<file path="src/hw/sbc_pkg.sv">
// shared constants and types of the operating-mode controller
package sbc_pkg;

    localparam int CLK_MHZ = 100;

    // least times: round up to whole clock cycles, never below one
    function automatic int ns_to_cyc(input int ns);
        int c;
        c = (ns * CLK_MHZ + 999) / 1000;
        return (c < 1) ? 1 : c;
    endfunction

    localparam int SETUP_NS       = 1000;
    localparam int HOLD_NS        = 1000;
    localparam int UV_FILTER_NS   = 10000;
    localparam int PRE_SLEEP_NS   = 1000000;
    localparam int RESET_SHORT_NS = 700000;
    localparam int RESET_LONG_NS  = 4000000;

    localparam int SETUP_CYC       = ns_to_cyc(SETUP_NS);
    localparam int HOLD_CYC        = ns_to_cyc(HOLD_NS);
    localparam int UV_FILTER_CYC   = ns_to_cyc(UV_FILTER_NS);
    localparam int PRE_SLEEP_CYC   = ns_to_cyc(PRE_SLEEP_NS);
    localparam int RESET_SHORT_CYC = ns_to_cyc(RESET_SHORT_NS);
    localparam int RESET_LONG_CYC  = ns_to_cyc(RESET_LONG_NS);

    localparam int TMR_W = 20;

    // register map, byte addresses
    localparam logic [3:0] SETTINGS_OFF = 4'h0;
    localparam logic [3:0] STATUS_OFF   = 4'h4;

    // field positions of the status word
    localparam int ST_MODE_LSB = 0;
    localparam int ST_WAKE     = 4;
    localparam int ST_REG_EN   = 5;
    localparam int ST_RST_DRV  = 6;
    localparam int ST_UV       = 7;
    localparam int ST_HOLD     = 8;

    typedef enum logic [3:0] {
        MODE_OFF, MODE_RESET, MODE_STANDBY, MODE_NORMAL, MODE_PIN_QUERY,
        MODE_PRE_SLEEP, MODE_SLEEP, MODE_SETUP_PROG, MODE_THERMAL
    } sbc_mode_type;

    // bit 0 lowest
    typedef struct packed {
        logic local_wake_en;
        logic bus_wake_en;
        logic settings_valid;
        logic uv_detect_en;
        logic sleep_entry_inhibit;
        logic reset_width_select;
    } sbc_settings_type;

    localparam sbc_settings_type SETTINGS_RESET = 6'h3c;

    typedef struct packed {
        logic supply_ok;
        logic thermal_shutdown_state;
        logic vcc_under;
        logic bus_wake;
        logic local_wake;
        logic lin_rx;
        logic reset_line_in;
        logic standby_select_n;
        logic mode_strobe;
    } sbc_pins_type;

    // pending hold window: level latched at the strobe edge, or at select low while strobe high in pin-query
    typedef struct packed {
        logic active;
        logic sel;
        logic setup_ok;
    } sbc_hold_type;

endpackage

</file>
<file path="src/hw/sbc_mode_ctrl.sv">
// operating-mode controller: mode sequencing, regulator, reset line, wake
// Function
// - nine modes: normal, standby, pin-query, pre-sleep, sleep, reset, setup, thermal, off
// - regulator on in standby, normal, pin-query, pre-sleep, reset; off in sleep, off
// - filtered output undervoltage pulls reset line low when detection enabled
// - reset leaves for standby when line high and settings valid, pins ignored
// - standby entry waits while someone outside holds the reset line low
// - reset mode holds line low for configured width and until no undervoltage
// - standby: transmitter off, wake inputs watched, wake shown as receive pin low
// - standby to normal: select low setup before strobe rise, held one hold
// - standby to pin-query: select high setup before rise, held; else normal
// - pin-query to normal: select low one hold time while strobe high
// - select back high before hold ends keeps pin-query
// - pin-query to standby: strobe falls with select high held; early low passes normal
// - pin-query shows wake status, setup mode distinguishable, tx/rx same as standby
// - normal to standby: select low setup before strobe fall, held; else toward sleep
// - with sleep inhibit set, strobe fall alone reaches standby from normal
// - normal to pre-sleep: select high setup before strobe fall, held; else standby
// - pre-sleep reports new wake on receive pin; strobe rise goes pin-query
// - pre-sleep enters sleep after strobe low longer than the timeout
// - wake flag during pre-sleep timeout goes reset then standby instead of sleep
// - sleep: regulator and LIN off, reset line low, wake detection running
// - reset line forced low from outside puts device into reset
// - reset width chosen by a settings bit: 0.7 ms or 4.0 ms
//
// Chosen here: the address map and the Avalon-MM slave port.
`timescale 1ns/1ns
`default_nettype none

module sbc_mode_ctrl #(
    parameter int SETUP_CYC       = sbc_pkg::SETUP_CYC,
    parameter int HOLD_CYC        = sbc_pkg::HOLD_CYC,
    parameter int UV_FILTER_CYC   = sbc_pkg::UV_FILTER_CYC,
    parameter int PRE_SLEEP_CYC   = sbc_pkg::PRE_SLEEP_CYC,
    parameter int RESET_SHORT_CYC = sbc_pkg::RESET_SHORT_CYC,
    parameter int RESET_LONG_CYC  = sbc_pkg::RESET_LONG_CYC
) (
    // clock and reset
    input  wire logic                 clock,
    input  wire logic                 rst,
    // pins and analog monitors
    input  wire sbc_pkg::sbc_pins_type pins,
    output var  logic                 regulator_en_q,
    output var  logic                 reset_line_out_q,
    output var  logic                 reset_line_oe_q,
    output var  logic                 rx_out_q,
    output var  logic                 lin_tx_en_q,
    output var  logic                 lin_phy_en_q,
    // register bus
    input  wire logic [3:0]           avs_address,
    input  wire logic                 avs_read,
    input  wire logic                 avs_write,
    input  wire logic [31:0]          avs_writedata,
    input  wire logic [3:0]           avs_byteenable,
    output var  logic [31:0]          avs_readdata,
    output var  logic                 avs_waitrequest
);

    localparam int W = sbc_pkg::TMR_W;

    if (SETUP_CYC < 1 || HOLD_CYC < 1 || UV_FILTER_CYC < 1 || PRE_SLEEP_CYC < 1 ||
        RESET_SHORT_CYC < 1 || RESET_LONG_CYC < 1 || RESET_LONG_CYC >= 2**W ||
        PRE_SLEEP_CYC >= 2**W || RESET_SHORT_CYC >= 2**W || UV_FILTER_CYC >= 2**W ||
        SETUP_CYC >= 2**W || HOLD_CYC >= 2**W) begin : g_bad_count
        $error("sbc_mode_ctrl: timing count out of range");
    end

    localparam logic [W-1:0] SETUP_N = SETUP_CYC[W-1:0];
    localparam logic [W-1:0] HOLD_N  = HOLD_CYC[W-1:0];
    localparam logic [W-1:0] UV_N    = UV_FILTER_CYC[W-1:0];
    localparam logic [W-1:0] PRE_N   = PRE_SLEEP_CYC[W-1:0];
    localparam logic [W-1:0] RST_S_N = RESET_SHORT_CYC[W-1:0];
    localparam logic [W-1:0] RST_L_N = RESET_LONG_CYC[W-1:0];

    sbc_pkg::sbc_mode_type     mode_q;
    sbc_pkg::sbc_mode_type     last_q;
    sbc_pkg::sbc_settings_type settings_q;
    sbc_pkg::sbc_hold_type     hold_q;
    logic                      strobe_q;
    logic                      sel_q;
    logic                      route_q;
    logic                      wake_q;
    logic [W-1:0]              tmr_q;
    logic [W-1:0]              hold_cnt_q;
    logic [W-1:0]              sel_cnt_q;
    logic [W-1:0]              uv_cnt_q;

    function automatic logic [W-1:0] sat_inc(input logic [W-1:0] v);
        return (v == '1) ? v : v + 1'b1;
    endfunction

    logic entered;
    logic strobe_rise;
    logic strobe_fall;
    logic setup_ok;
    logic hold_broken;
    logic hold_done;
    logic uv_trip;
    logic calm;
    logic powered_mode;
    logic reset_cause;
    logic wake_ev;
    logic [W-1:0] width_n;

    assign entered      = (mode_q != last_q);
    assign strobe_rise  = pins.mode_strobe && !strobe_q;
    assign strobe_fall  = !pins.mode_strobe && strobe_q;
    assign setup_ok     = (sel_cnt_q >= SETUP_N);
    assign hold_broken  = (pins.standby_select_n != hold_q.sel);
    assign hold_done    = (hold_cnt_q >= HOLD_N - 1'b1);
    assign width_n      = settings_q.reset_width_select ? RST_S_N : RST_L_N;
    assign uv_trip      = settings_q.uv_detect_en && (uv_cnt_q >= UV_N);
    assign calm         = pins.supply_ok && !pins.thermal_shutdown_state;
    assign powered_mode = mode_q inside {sbc_pkg::MODE_STANDBY, sbc_pkg::MODE_NORMAL,
                                         sbc_pkg::MODE_PIN_QUERY, sbc_pkg::MODE_PRE_SLEEP,
                                         sbc_pkg::MODE_SETUP_PROG};
    // own drive reads back low, so only an undriven low counts as outside reset
    assign reset_cause  = powered_mode &&
                          ((!reset_line_oe_q && !pins.reset_line_in) || uv_trip);
    assign wake_ev      = (pins.bus_wake && settings_q.bus_wake_en) ||
                          (pins.local_wake && settings_q.local_wake_en);

    // edge and stability history of the mode pins
    always_ff @(posedge clock) begin
        if (rst) begin
            strobe_q  <= 1'b0;
            sel_q     <= 1'b1;
            sel_cnt_q <= '0;
        end else begin
            strobe_q  <= pins.mode_strobe;
            sel_q     <= pins.standby_select_n;
            sel_cnt_q <= (pins.standby_select_n != sel_q) ? '0 : sat_inc(sel_cnt_q);
        end
    end

    // hold window and undervoltage filter counters
    always_ff @(posedge clock) begin
        if (rst) begin
            hold_cnt_q <= '0;
            uv_cnt_q   <= '0;
        end else begin
            hold_cnt_q <= hold_q.active ? sat_inc(hold_cnt_q) : '0;
            uv_cnt_q   <= (regulator_en_q && pins.vcc_under) ? sat_inc(uv_cnt_q) : '0;
        end
    end

    // mode timer restarts on every mode change
    always_ff @(posedge clock) begin
        if (rst) begin
            last_q <= sbc_pkg::MODE_OFF;
            tmr_q  <= '0;
        end else begin
            last_q <= mode_q;
            tmr_q  <= entered ? '0 : sat_inc(tmr_q);
        end
    end

    // mode sequencing
    always_ff @(posedge clock) begin
        if (rst) begin
            mode_q  <= sbc_pkg::MODE_RESET;
            hold_q  <= '0;
            route_q <= 1'b0;
        end else if (!pins.supply_ok) begin
            mode_q  <= sbc_pkg::MODE_OFF;
            hold_q  <= '0;
            route_q <= 1'b0;
        end else if (pins.thermal_shutdown_state) begin
            mode_q  <= sbc_pkg::MODE_THERMAL;
            hold_q  <= '0;
            route_q <= 1'b0;
        end else if (reset_cause) begin
            mode_q  <= sbc_pkg::MODE_RESET;
            hold_q  <= '0;
            route_q <= 1'b0;
        end else begin
            unique case (mode_q)
                sbc_pkg::MODE_OFF, sbc_pkg::MODE_THERMAL: begin
                    mode_q <= sbc_pkg::MODE_RESET;
                end
                sbc_pkg::MODE_RESET: begin
                    // mode pins are not looked at here
                    if (!reset_line_oe_q && pins.reset_line_in) begin
                        mode_q <= settings_q.settings_valid ? sbc_pkg::MODE_STANDBY
                                                            : sbc_pkg::MODE_SETUP_PROG;
                    end
                end
                sbc_pkg::MODE_SETUP_PROG: begin
                    if (settings_q.settings_valid) begin
                        mode_q <= sbc_pkg::MODE_RESET;
                    end
                end
                sbc_pkg::MODE_STANDBY: begin
                    if (hold_q.active) begin
                        if (hold_broken || hold_done) begin
                            hold_q.active <= 1'b0;
                            // any slip on the way lands in normal
                            mode_q <= (!hold_broken && hold_q.sel && hold_q.setup_ok)
                                      ? sbc_pkg::MODE_PIN_QUERY : sbc_pkg::MODE_NORMAL;
                        end
                    end else if (strobe_rise) begin
                        hold_q <= '{1'b1, pins.standby_select_n, setup_ok};
                    end
                end
                sbc_pkg::MODE_PIN_QUERY: begin
                    if (strobe_fall) begin
                        if (pins.standby_select_n) begin
                            hold_q <= '{1'b1, 1'b1, setup_ok};
                        end else begin
                            hold_q.active <= 1'b0;
                            mode_q        <= sbc_pkg::MODE_NORMAL;
                            route_q       <= 1'b1;
                        end
                    end else if (hold_q.active) begin
                        if (hold_q.sel) begin
                            if (hold_broken) begin
                                hold_q.active <= 1'b0;
                                mode_q        <= sbc_pkg::MODE_NORMAL;
                                route_q       <= 1'b1;
                            end else if (hold_done) begin
                                hold_q.active <= 1'b0;
                                mode_q        <= sbc_pkg::MODE_STANDBY;
                            end
                        end else if (hold_broken) begin
                            hold_q.active <= 1'b0;
                        end else if (hold_done) begin
                            hold_q.active <= 1'b0;
                            mode_q        <= sbc_pkg::MODE_NORMAL;
                        end
                    end else if (pins.mode_strobe && !pins.standby_select_n) begin
                        hold_q <= '{1'b1, 1'b0, setup_ok};
                    end
                end
                sbc_pkg::MODE_NORMAL: begin
                    if (route_q) begin
                        route_q <= 1'b0;
                        mode_q  <= sbc_pkg::MODE_STANDBY;
                    end else if (hold_q.active) begin
                        if (hold_broken || hold_done) begin
                            hold_q.active <= 1'b0;
                            // a broken hold follows the latched level, else setup decides
                            if (hold_broken ? hold_q.sel : (hold_q.sel ^ hold_q.setup_ok)) begin
                                mode_q <= sbc_pkg::MODE_STANDBY;
                            end else begin
                                mode_q <= sbc_pkg::MODE_PRE_SLEEP;
                            end
                        end
                    end else if (strobe_fall) begin
                        if (settings_q.sleep_entry_inhibit) begin
                            mode_q <= sbc_pkg::MODE_STANDBY;
                        end else begin
                            hold_q <= '{1'b1, pins.standby_select_n, setup_ok};
                        end
                    end
                end
                sbc_pkg::MODE_PRE_SLEEP: begin
                    if (pins.mode_strobe) begin
                        mode_q <= sbc_pkg::MODE_PIN_QUERY;
                    end else if (!entered && tmr_q >= PRE_N) begin
                        mode_q <= wake_q ? sbc_pkg::MODE_RESET : sbc_pkg::MODE_SLEEP;
                    end
                end
                sbc_pkg::MODE_SLEEP: begin
                    // with every wake source off only a power cycle or a thermal shutdown gets out
                    if (wake_q) begin
                        mode_q <= sbc_pkg::MODE_RESET;
                    end
                end
            endcase
        end
    end

    // wake flag, a new event wins over the clear on pre-sleep entry
    always_ff @(posedge clock) begin
        if (rst) begin
            wake_q <= 1'b0;
        end else if (wake_ev && mode_q inside {sbc_pkg::MODE_STANDBY, sbc_pkg::MODE_PIN_QUERY,
                                               sbc_pkg::MODE_PRE_SLEEP, sbc_pkg::MODE_SLEEP}) begin
            wake_q <= 1'b1;
        end else if (mode_q == sbc_pkg::MODE_NORMAL ||
                     (mode_q == sbc_pkg::MODE_PRE_SLEEP && entered)) begin
            wake_q <= 1'b0;
        end
    end

    // reset line drive, open drain: only ever pulls low
    always_ff @(posedge clock) begin
        reset_line_out_q <= 1'b0;
        if (rst) begin
            reset_line_oe_q <= 1'b1;
        end else if (mode_q inside {sbc_pkg::MODE_OFF, sbc_pkg::MODE_SLEEP,
                                    sbc_pkg::MODE_THERMAL}) begin
            reset_line_oe_q <= 1'b1;
        end else if (mode_q == sbc_pkg::MODE_RESET) begin
            if (entered) begin
                reset_line_oe_q <= 1'b1;
            end else if (tmr_q >= width_n - 1'b1 && !pins.vcc_under) begin
                reset_line_oe_q <= 1'b0;
            end
        end else if (reset_cause) begin
            reset_line_oe_q <= 1'b1;
        end else begin
            reset_line_oe_q <= 1'b0;
        end
    end

    // pin-side outputs follow the mode one cycle later
    always_ff @(posedge clock) begin
        if (rst) begin
            regulator_en_q <= 1'b1;
            lin_tx_en_q    <= 1'b0;
            lin_phy_en_q   <= 1'b1;
            rx_out_q       <= 1'b1;
        end else begin
            regulator_en_q <= powered_mode || mode_q == sbc_pkg::MODE_RESET;
            lin_tx_en_q    <= (mode_q == sbc_pkg::MODE_NORMAL);
            lin_phy_en_q   <= !(mode_q inside {sbc_pkg::MODE_OFF, sbc_pkg::MODE_SLEEP,
                                               sbc_pkg::MODE_THERMAL});
            unique case (mode_q)
                sbc_pkg::MODE_NORMAL:      rx_out_q <= pins.lin_rx;
                sbc_pkg::MODE_STANDBY,
                sbc_pkg::MODE_PIN_QUERY,
                sbc_pkg::MODE_PRE_SLEEP:   rx_out_q <= !wake_q;
                sbc_pkg::MODE_SETUP_PROG:  rx_out_q <= !pins.standby_select_n;
                default:                   rx_out_q <= 1'b1;
            endcase
        end
    end

    // settings register, the stored configuration
    always_ff @(posedge clock) begin
        if (rst) begin
            settings_q <= sbc_pkg::SETTINGS_RESET;
        end else if (avs_write && !avs_waitrequest && avs_byteenable[0] &&
                     avs_address[3:2] == sbc_pkg::SETTINGS_OFF[3:2]) begin
            settings_q <= avs_writedata[5:0];
        end
    end

    // bus slave: one wait cycle, read data captured as the wait drops
    always_ff @(posedge clock) begin
        if (rst) begin
            avs_waitrequest <= 1'b1;
            avs_readdata    <= '0;
        end else if ((avs_read || avs_write) && avs_waitrequest) begin
            avs_waitrequest <= 1'b0;
            avs_readdata    <= '0;
            if (avs_read && avs_address[3:2] == sbc_pkg::SETTINGS_OFF[3:2]) begin
                avs_readdata[5:0] <= settings_q;
            end else if (avs_read && avs_address[3:2] == sbc_pkg::STATUS_OFF[3:2]) begin
                avs_readdata[sbc_pkg::ST_MODE_LSB +: 4] <= mode_q;
                avs_readdata[sbc_pkg::ST_WAKE]          <= wake_q;
                avs_readdata[sbc_pkg::ST_REG_EN]        <= regulator_en_q;
                avs_readdata[sbc_pkg::ST_RST_DRV]       <= reset_line_oe_q;
                avs_readdata[sbc_pkg::ST_UV]            <= pins.vcc_under;
                avs_readdata[sbc_pkg::ST_HOLD]          <= hold_q.active;
            end
        end else begin
            avs_waitrequest <= 1'b1;
        end
    end

    a_reg_sleep_off: assert property (@(posedge clock) disable iff (rst)
        mode_q inside {sbc_pkg::MODE_SLEEP, sbc_pkg::MODE_OFF} |=> !regulator_en_q)
        else $error("regulator on in sleep or off");

    a_uv_reset_entry: assert property (@(posedge clock) disable iff (rst)
        (calm && powered_mode && settings_q.uv_detect_en && uv_cnt_q >= UV_N)
        |=> mode_q == sbc_pkg::MODE_RESET ##1 reset_line_oe_q)
        else $error("filtered undervoltage did not reset");

    a_reset_to_standby: assert property (@(posedge clock) disable iff (rst)
        (calm && mode_q == sbc_pkg::MODE_RESET && !reset_line_oe_q &&
         pins.reset_line_in && settings_q.settings_valid) |=> mode_q == sbc_pkg::MODE_STANDBY)
        else $error("reset did not move to standby");

    a_ext_reset_hold: assert property (@(posedge clock) disable iff (rst)
        (mode_q == sbc_pkg::MODE_RESET && !pins.reset_line_in) |=> mode_q != sbc_pkg::MODE_STANDBY)
        else $error("standby entered while reset line low");

    a_reset_width: assert property (@(posedge clock) disable iff (rst)
        (mode_q == sbc_pkg::MODE_RESET && $past(mode_q) == sbc_pkg::MODE_RESET &&
         tmr_q < width_n - 1'b1) |=> reset_line_oe_q)
        else $error("reset line released before width");

    a_standby_tx_off: assert property (@(posedge clock) disable iff (rst)
        (mode_q == sbc_pkg::MODE_STANDBY) |=> !lin_tx_en_q && (rx_out_q == !$past(wake_q)))
        else $error("standby tx or wake report wrong");

    a_presleep_sleep: assert property (@(posedge clock) disable iff (rst)
        (calm && mode_q == sbc_pkg::MODE_PRE_SLEEP && !entered && tmr_q >= PRE_N &&
         !pins.mode_strobe && !wake_q && !reset_cause) |=> mode_q == sbc_pkg::MODE_SLEEP)
        else $error("pre-sleep timeout did not sleep");

    a_presleep_wake: assert property (@(posedge clock) disable iff (rst)
        (calm && mode_q == sbc_pkg::MODE_PRE_SLEEP && !entered && tmr_q >= PRE_N &&
         !pins.mode_strobe && wake_q) |=> mode_q == sbc_pkg::MODE_RESET)
        else $error("wake during pre-sleep did not reset");

    a_sleep_outputs: assert property (@(posedge clock) disable iff (rst)
        (mode_q == sbc_pkg::MODE_SLEEP) |=> reset_line_oe_q && !lin_phy_en_q && !regulator_en_q)
        else $error("sleep outputs wrong");

    a_ext_reset_entry: assert property (@(posedge clock) disable iff (rst)
        (calm && powered_mode && !reset_line_oe_q && !pins.reset_line_in)
        |=> mode_q == sbc_pkg::MODE_RESET)
        else $error("outside reset low ignored");

endmodule

`default_nettype wire

</file>
<file path="config.mk">
export PLATFORM = sky130hd
export DESIGN_NAME = sbc_mode_ctrl
export DESIGN_NICKNAME = d
export VERILOG_FILES = /design/src/hw/sbc_pkg.sv /design/src/hw/sbc_mode_ctrl.sv
export SDC_FILE = /design/constraint.sdc
export NUM_CORES = 1
export LEC_CHECK = 0
export BUFFER_PORTS_ARGS = -buffer_cell sky130_fd_sc_hd__buf_2
export CAP_MARGIN = 20
export CORE_ASPECT_RATIO = 1.25
export CORE_MARGIN = 8
export CORE_UTILIZATION = 55
export DETAILED_ROUTE_END_ITERATION = 16
export PLACE_DENSITY = 0.86
export SYNTH_ARGS = -nofsm -noshare
export SYNTH_HDL_FRONTEND = slang
export SYNTH_SLANG_ARGS = --single-unit
</file>
<file path="constraint.sdc">
create_clock -name clock -period 4.61 [get_ports clock]
set_input_delay 0 -clock clock [delete_from_list [all_inputs] [get_ports clock]]
set_output_delay 0 -clock clock [all_outputs]
set_load 0.05 [all_outputs]
</file>
==> impl_metrics.env <==
export IMPL_relSlewSlack_pct=28.96
export IMPL_intPower_mw=1.879
export IMPL_die_area_um2=15090
export IMPL_drc=0
export IMPL_synthArstFlopShare_pct=0
export IMPL_maxCapViolCount=0
export IMPL_grt_antenna_before_repair=0
export IMPL_grt_max_degree=36
export IMPL_fin_nets=860
export IMPL_die_h_um=135.4
export IMPL_crit_chain="nor4b_1 > buf_4 > a21oi_1 > o311a_4 > and4_4 > a22o_1 > a211o_1"
export IMPL_p_leak_nw=2.541
export IMPL_ys_flop_type="dfxtp_1"
export IMPL_port_buffer_count=36
export IMPL_io_pins=92
export IMPL_p_comb_share_pct=8.0
export IMPL_clkTransAtPathRegs_ns=0.05
export IMPL_clock_sinks=116
export IMPL_core_area_um2=11080
export IMPL_final_cells=938
export IMPL_gp_congestion=0.9403
export IMPL_layout_drive_gt1_share_pct=10.34
export IMPL_worstMarginPinSlew_ns=1.063
export IMPL_cts_resized=0
export IMPL_finClkSkew_ns=0.01566
export IMPL_n_fill_cell=925
export IMPL_start_util_pct=56.56
export IMPL_wl_per_cell_um=14.94
export IMPL_cp_slowest_cell="dfxtp_1"
export IMPL_ys_seq_area_share_pct=37.05
export IMPL_swShare_pct=24.34
export IMPL_drt_wl_total_um=14010
export IMPL_hold_path_class="in2reg"
export IMPL_p_seq_share_pct=41.9
export IMPL_yosys_warnings=0
export IMPL_drt_initial_drc_count=430
export IMPL_cts_buffers=17
export IMPL_crit_buf_inv=1
export IMPL_post_place_ws_ns=2.117
export IMPL_power_mw=2.483
export IMPL_min_period_ns=2.576
export IMPL_dp_hpwl_um=9479
export IMPL_yosysUniqueCellTypes=70
export IMPL_rsz0062_at_grt="no"
export IMPL_htree_levels=4
export IMPL_syn_cell_area_um2=6269
export IMPL_critPathKind="reg2reg"
export IMPL_synth_edf_count=0
export IMPL_syn2layout_area_growth_pct=12.46
export IMPL_cp_max_fo=22
export IMPL_peakVddDrop_mv=0.2144
export IMPL_slowest_delay_ns=0.80
export IMPL_power_switching_mw=0.6046
export IMPL_first_pass_iters=7
export IMPL_n_antenna_cell=0
export IMPL_yosys_register_bits=116
export IMPL_hold_ws_ns=0.07253
export IMPL_drv_slew=0
export IMPL_root_buffer="clkbuf_16"
export IMPL_syn_inst=758
export IMPL_hold_violations=0
export IMPL_placed_cell_area_um2=6370
export IMPL_cts_buffer_depth=2
export IMPL_dpl_cell_count=895
export IMPL_cts_tree="done"
export IMPL_dieWidth_um=111.5
export IMPL_critPathCaptureType="flop"
export IMPL_layout_setup_ws_ns=2.034
export IMPL_arrival_ns=2.88
export IMPL_power_density_nw_per_um2=352.3
export IMPL_grt_pass1_vias=5085
export IMPL_status="finished, final reports clean"
export IMPL_pwr_share_clk_pct=50.1
export IMPL_avgSynthCellArea_um2=8.270
export IMPL_grt_overflow_total=0
export IMPL_clkLatencyLatePin_ns=0.42
export IMPL_final_cell_area_um2=7049
export IMPL_cp_top_family="compound AO/OA/AOI/OAI gates"
export IMPL_timing_final_crit_share_pct=55.88
export IMPL_grt_use_total_pct=18.47
export IMPL_via_count=5548
export IMPL_grt_pass1_wl_um=23540
export IMPL_setup_violations=0
export IMPL_via_per_inst=5.915
export IMPL_num_rows=43
export IMPL_final_util_pct=63.60
export IMPL_fin_setup_tns_ns=0
export IMPL_start_kind="flop"
export IMPL_fmax_ghz=0.3882
export IMPL_cp_required_ns=4.91
export IMPL_ant_nets=0
[logic make-up after synthesis]
| logic type | share of synthesized area [%] |
|---|---|
| and+or+nand+nor | 29.98 |
| DFF | 37.05 |
| AOI/OAI and AO/OA | 12.56 |
| buffers and inverters | 7.006 |
| xor gates and xnor gates | 8.244 |
| adders and majority gates | 3.194 |
| muxes | 1.916 |
| other | 0.05982 |
[state kept, by name, summed over array words and instances (netlist names)]
register         cells
avs_readdata         9
avs_waitrequest      1
hold_cnt_q          20
hold_q               3
last_q               4
lin_phy_en_q         1
lin_tx_en_q          1
mode_q               4
regulator_en_q       1
reset_line_oe_q      1
route_q              1
rx_out_q             1
sel_cnt_q           20
sel_q                1
settings_q           6
strobe_q             1
tmr_q               20
uv_cnt_q            20
wake_q               1
[cell usage in the layout, fill, tap and decap left out, types with 24 or more instances in the layout]
| cell | n |
|---|---|
| a21oi_1 | 31 |
| buf_2 | 36 |
| conb_1 | 24 |
| dfxtp_1 | 116 |
| inv_1 | 26 |
| nand2_1 | 47 |
| nand3_1 | 38 |
| nand4_1 | 32 |
| nor2_1 | 116 |
| xor2_1 | 40 |
[cell type report]
| type | count | area (um^2) | share of cell area (%) |
|---|---|---|---|
| clock buffers | 21 | 450.4 | 6.390 |
| clock inverters | 10 | 108.9 | 1.544 |
| inverters | 26 | 97.59 | 1.384 |
| multi-input cells | 581 | 3593 | 50.98 |
| flip-flops and latches | 116 | 2322 | 32.94 |
| well taps | 135 | 168.9 | 2.396 |
| repair buffers | 49 | 307.8 | 4.366 |
[tightest hold or removal path: cells and delay by family]
| kind | cells | cell delay [ns] |
|---|---|---|
| simple gates | 1 | 0.13 |
| compound gates | 2 | 0.20 |
| buf+inv | 1 | 0.10 |
[power groups by stage]
stage / Clock [mW] / Sequential, mW / Combinational (mW)
after floorplan: 0 / 1.07 / 0.159
after global placement: 0 / 1.06 / 0.187
after detailed placement: 0 / 1.06 / 0.189
after CTS: 1.26 / 1.04 / 0.198
after global routing: 1.30 / 1.04 / 0.216
final: 1.24 / 1.04 / 0.199
[synth_stat cells, types with 2 or more instances]
master | n | area, um^2
inv_1 | 26 | 97.59
buf_4 | 26 | 195.2
a211oi_1 | 10 | 75.07
nor3b_1 | 9 | 67.56
and3b_1 | 2 | 17.52
nand2_1 | 47 | 176.4
or3_1 | 10 | 62.56
nor2b_1 | 10 | 62.56
o211ai_1 | 4 | 30.03
o21ai_0 | 20 | 100.1
a222oi_1 | 6 | 60.06
nor3_1 | 20 | 100.1
nor4_1 | 9 | 56.30
a21oi_1 | 31 | 155.2
xnor2_1 | 19 | 166.4
and3_1 | 13 | 81.33
and4_1 | 6 | 52.55
nand3_1 | 38 | 190.2
buf_2 | 2 | 10.01
nand3b_1 | 2 | 15.01
a211o_1 | 7 | 61.31
o21ai_1 | 4 | 20.02
clkbuf_1 | 26 | 97.59
or2_2 | 4 | 25.02
xor2_1 | 40 | 350.3
nor4_2 | 7 | 87.58
or4_1 | 5 | 37.54
o311ai_0 | 2 | 17.52
ha_1 | 16 | 200.2
a22oi_1 | 5 | 37.54
nand4b_1 | 2 | 17.52
a31oi_1 | 7 | 43.79
nor2_1 | 116 | 435.4
and2_1 | 3 | 18.77
buf_6 | 2 | 22.52
nor4b_1 | 4 | 35.03
dfxtp_1 | 116 | 2322
nand4_1 | 32 | 200.2
mux2i_1 | 12 | 120.1
nand2b_1 | 8 | 50.05
[layer usage]
metal,part of all wire (%),global-route usage [%],up-vias
met5,0,0,-
met3,6.0,5.319,28
li1,-,-,2732
met4,2.1,9.057,0
met2,49,31.56,185
met1,42,20.68,2603
[worst paths after layout]
path              startpoint              end  slack [ns]  cells after the start
max                mode_q[2]        mode_q[0]        2.03                      7
max reg2reg        mode_q[2]        mode_q[0]        2.03                      7
min                  pins[4]           wake_q        0.07                      4
min reg2reg  avs_readdata[7]  avs_readdata[7]        0.50                      2
[what timing repair did]
| item | 4_1_cts | 5_1_grt |
|---|---|---|
| buffers inserted | 0 | 0 |
| hold endpoints to repair | 11 | 0 |
| hold buffers | 12 | 0 |
| setup endpoints to repair | 0 | 0 |
(Power assumes the default switching activity.)
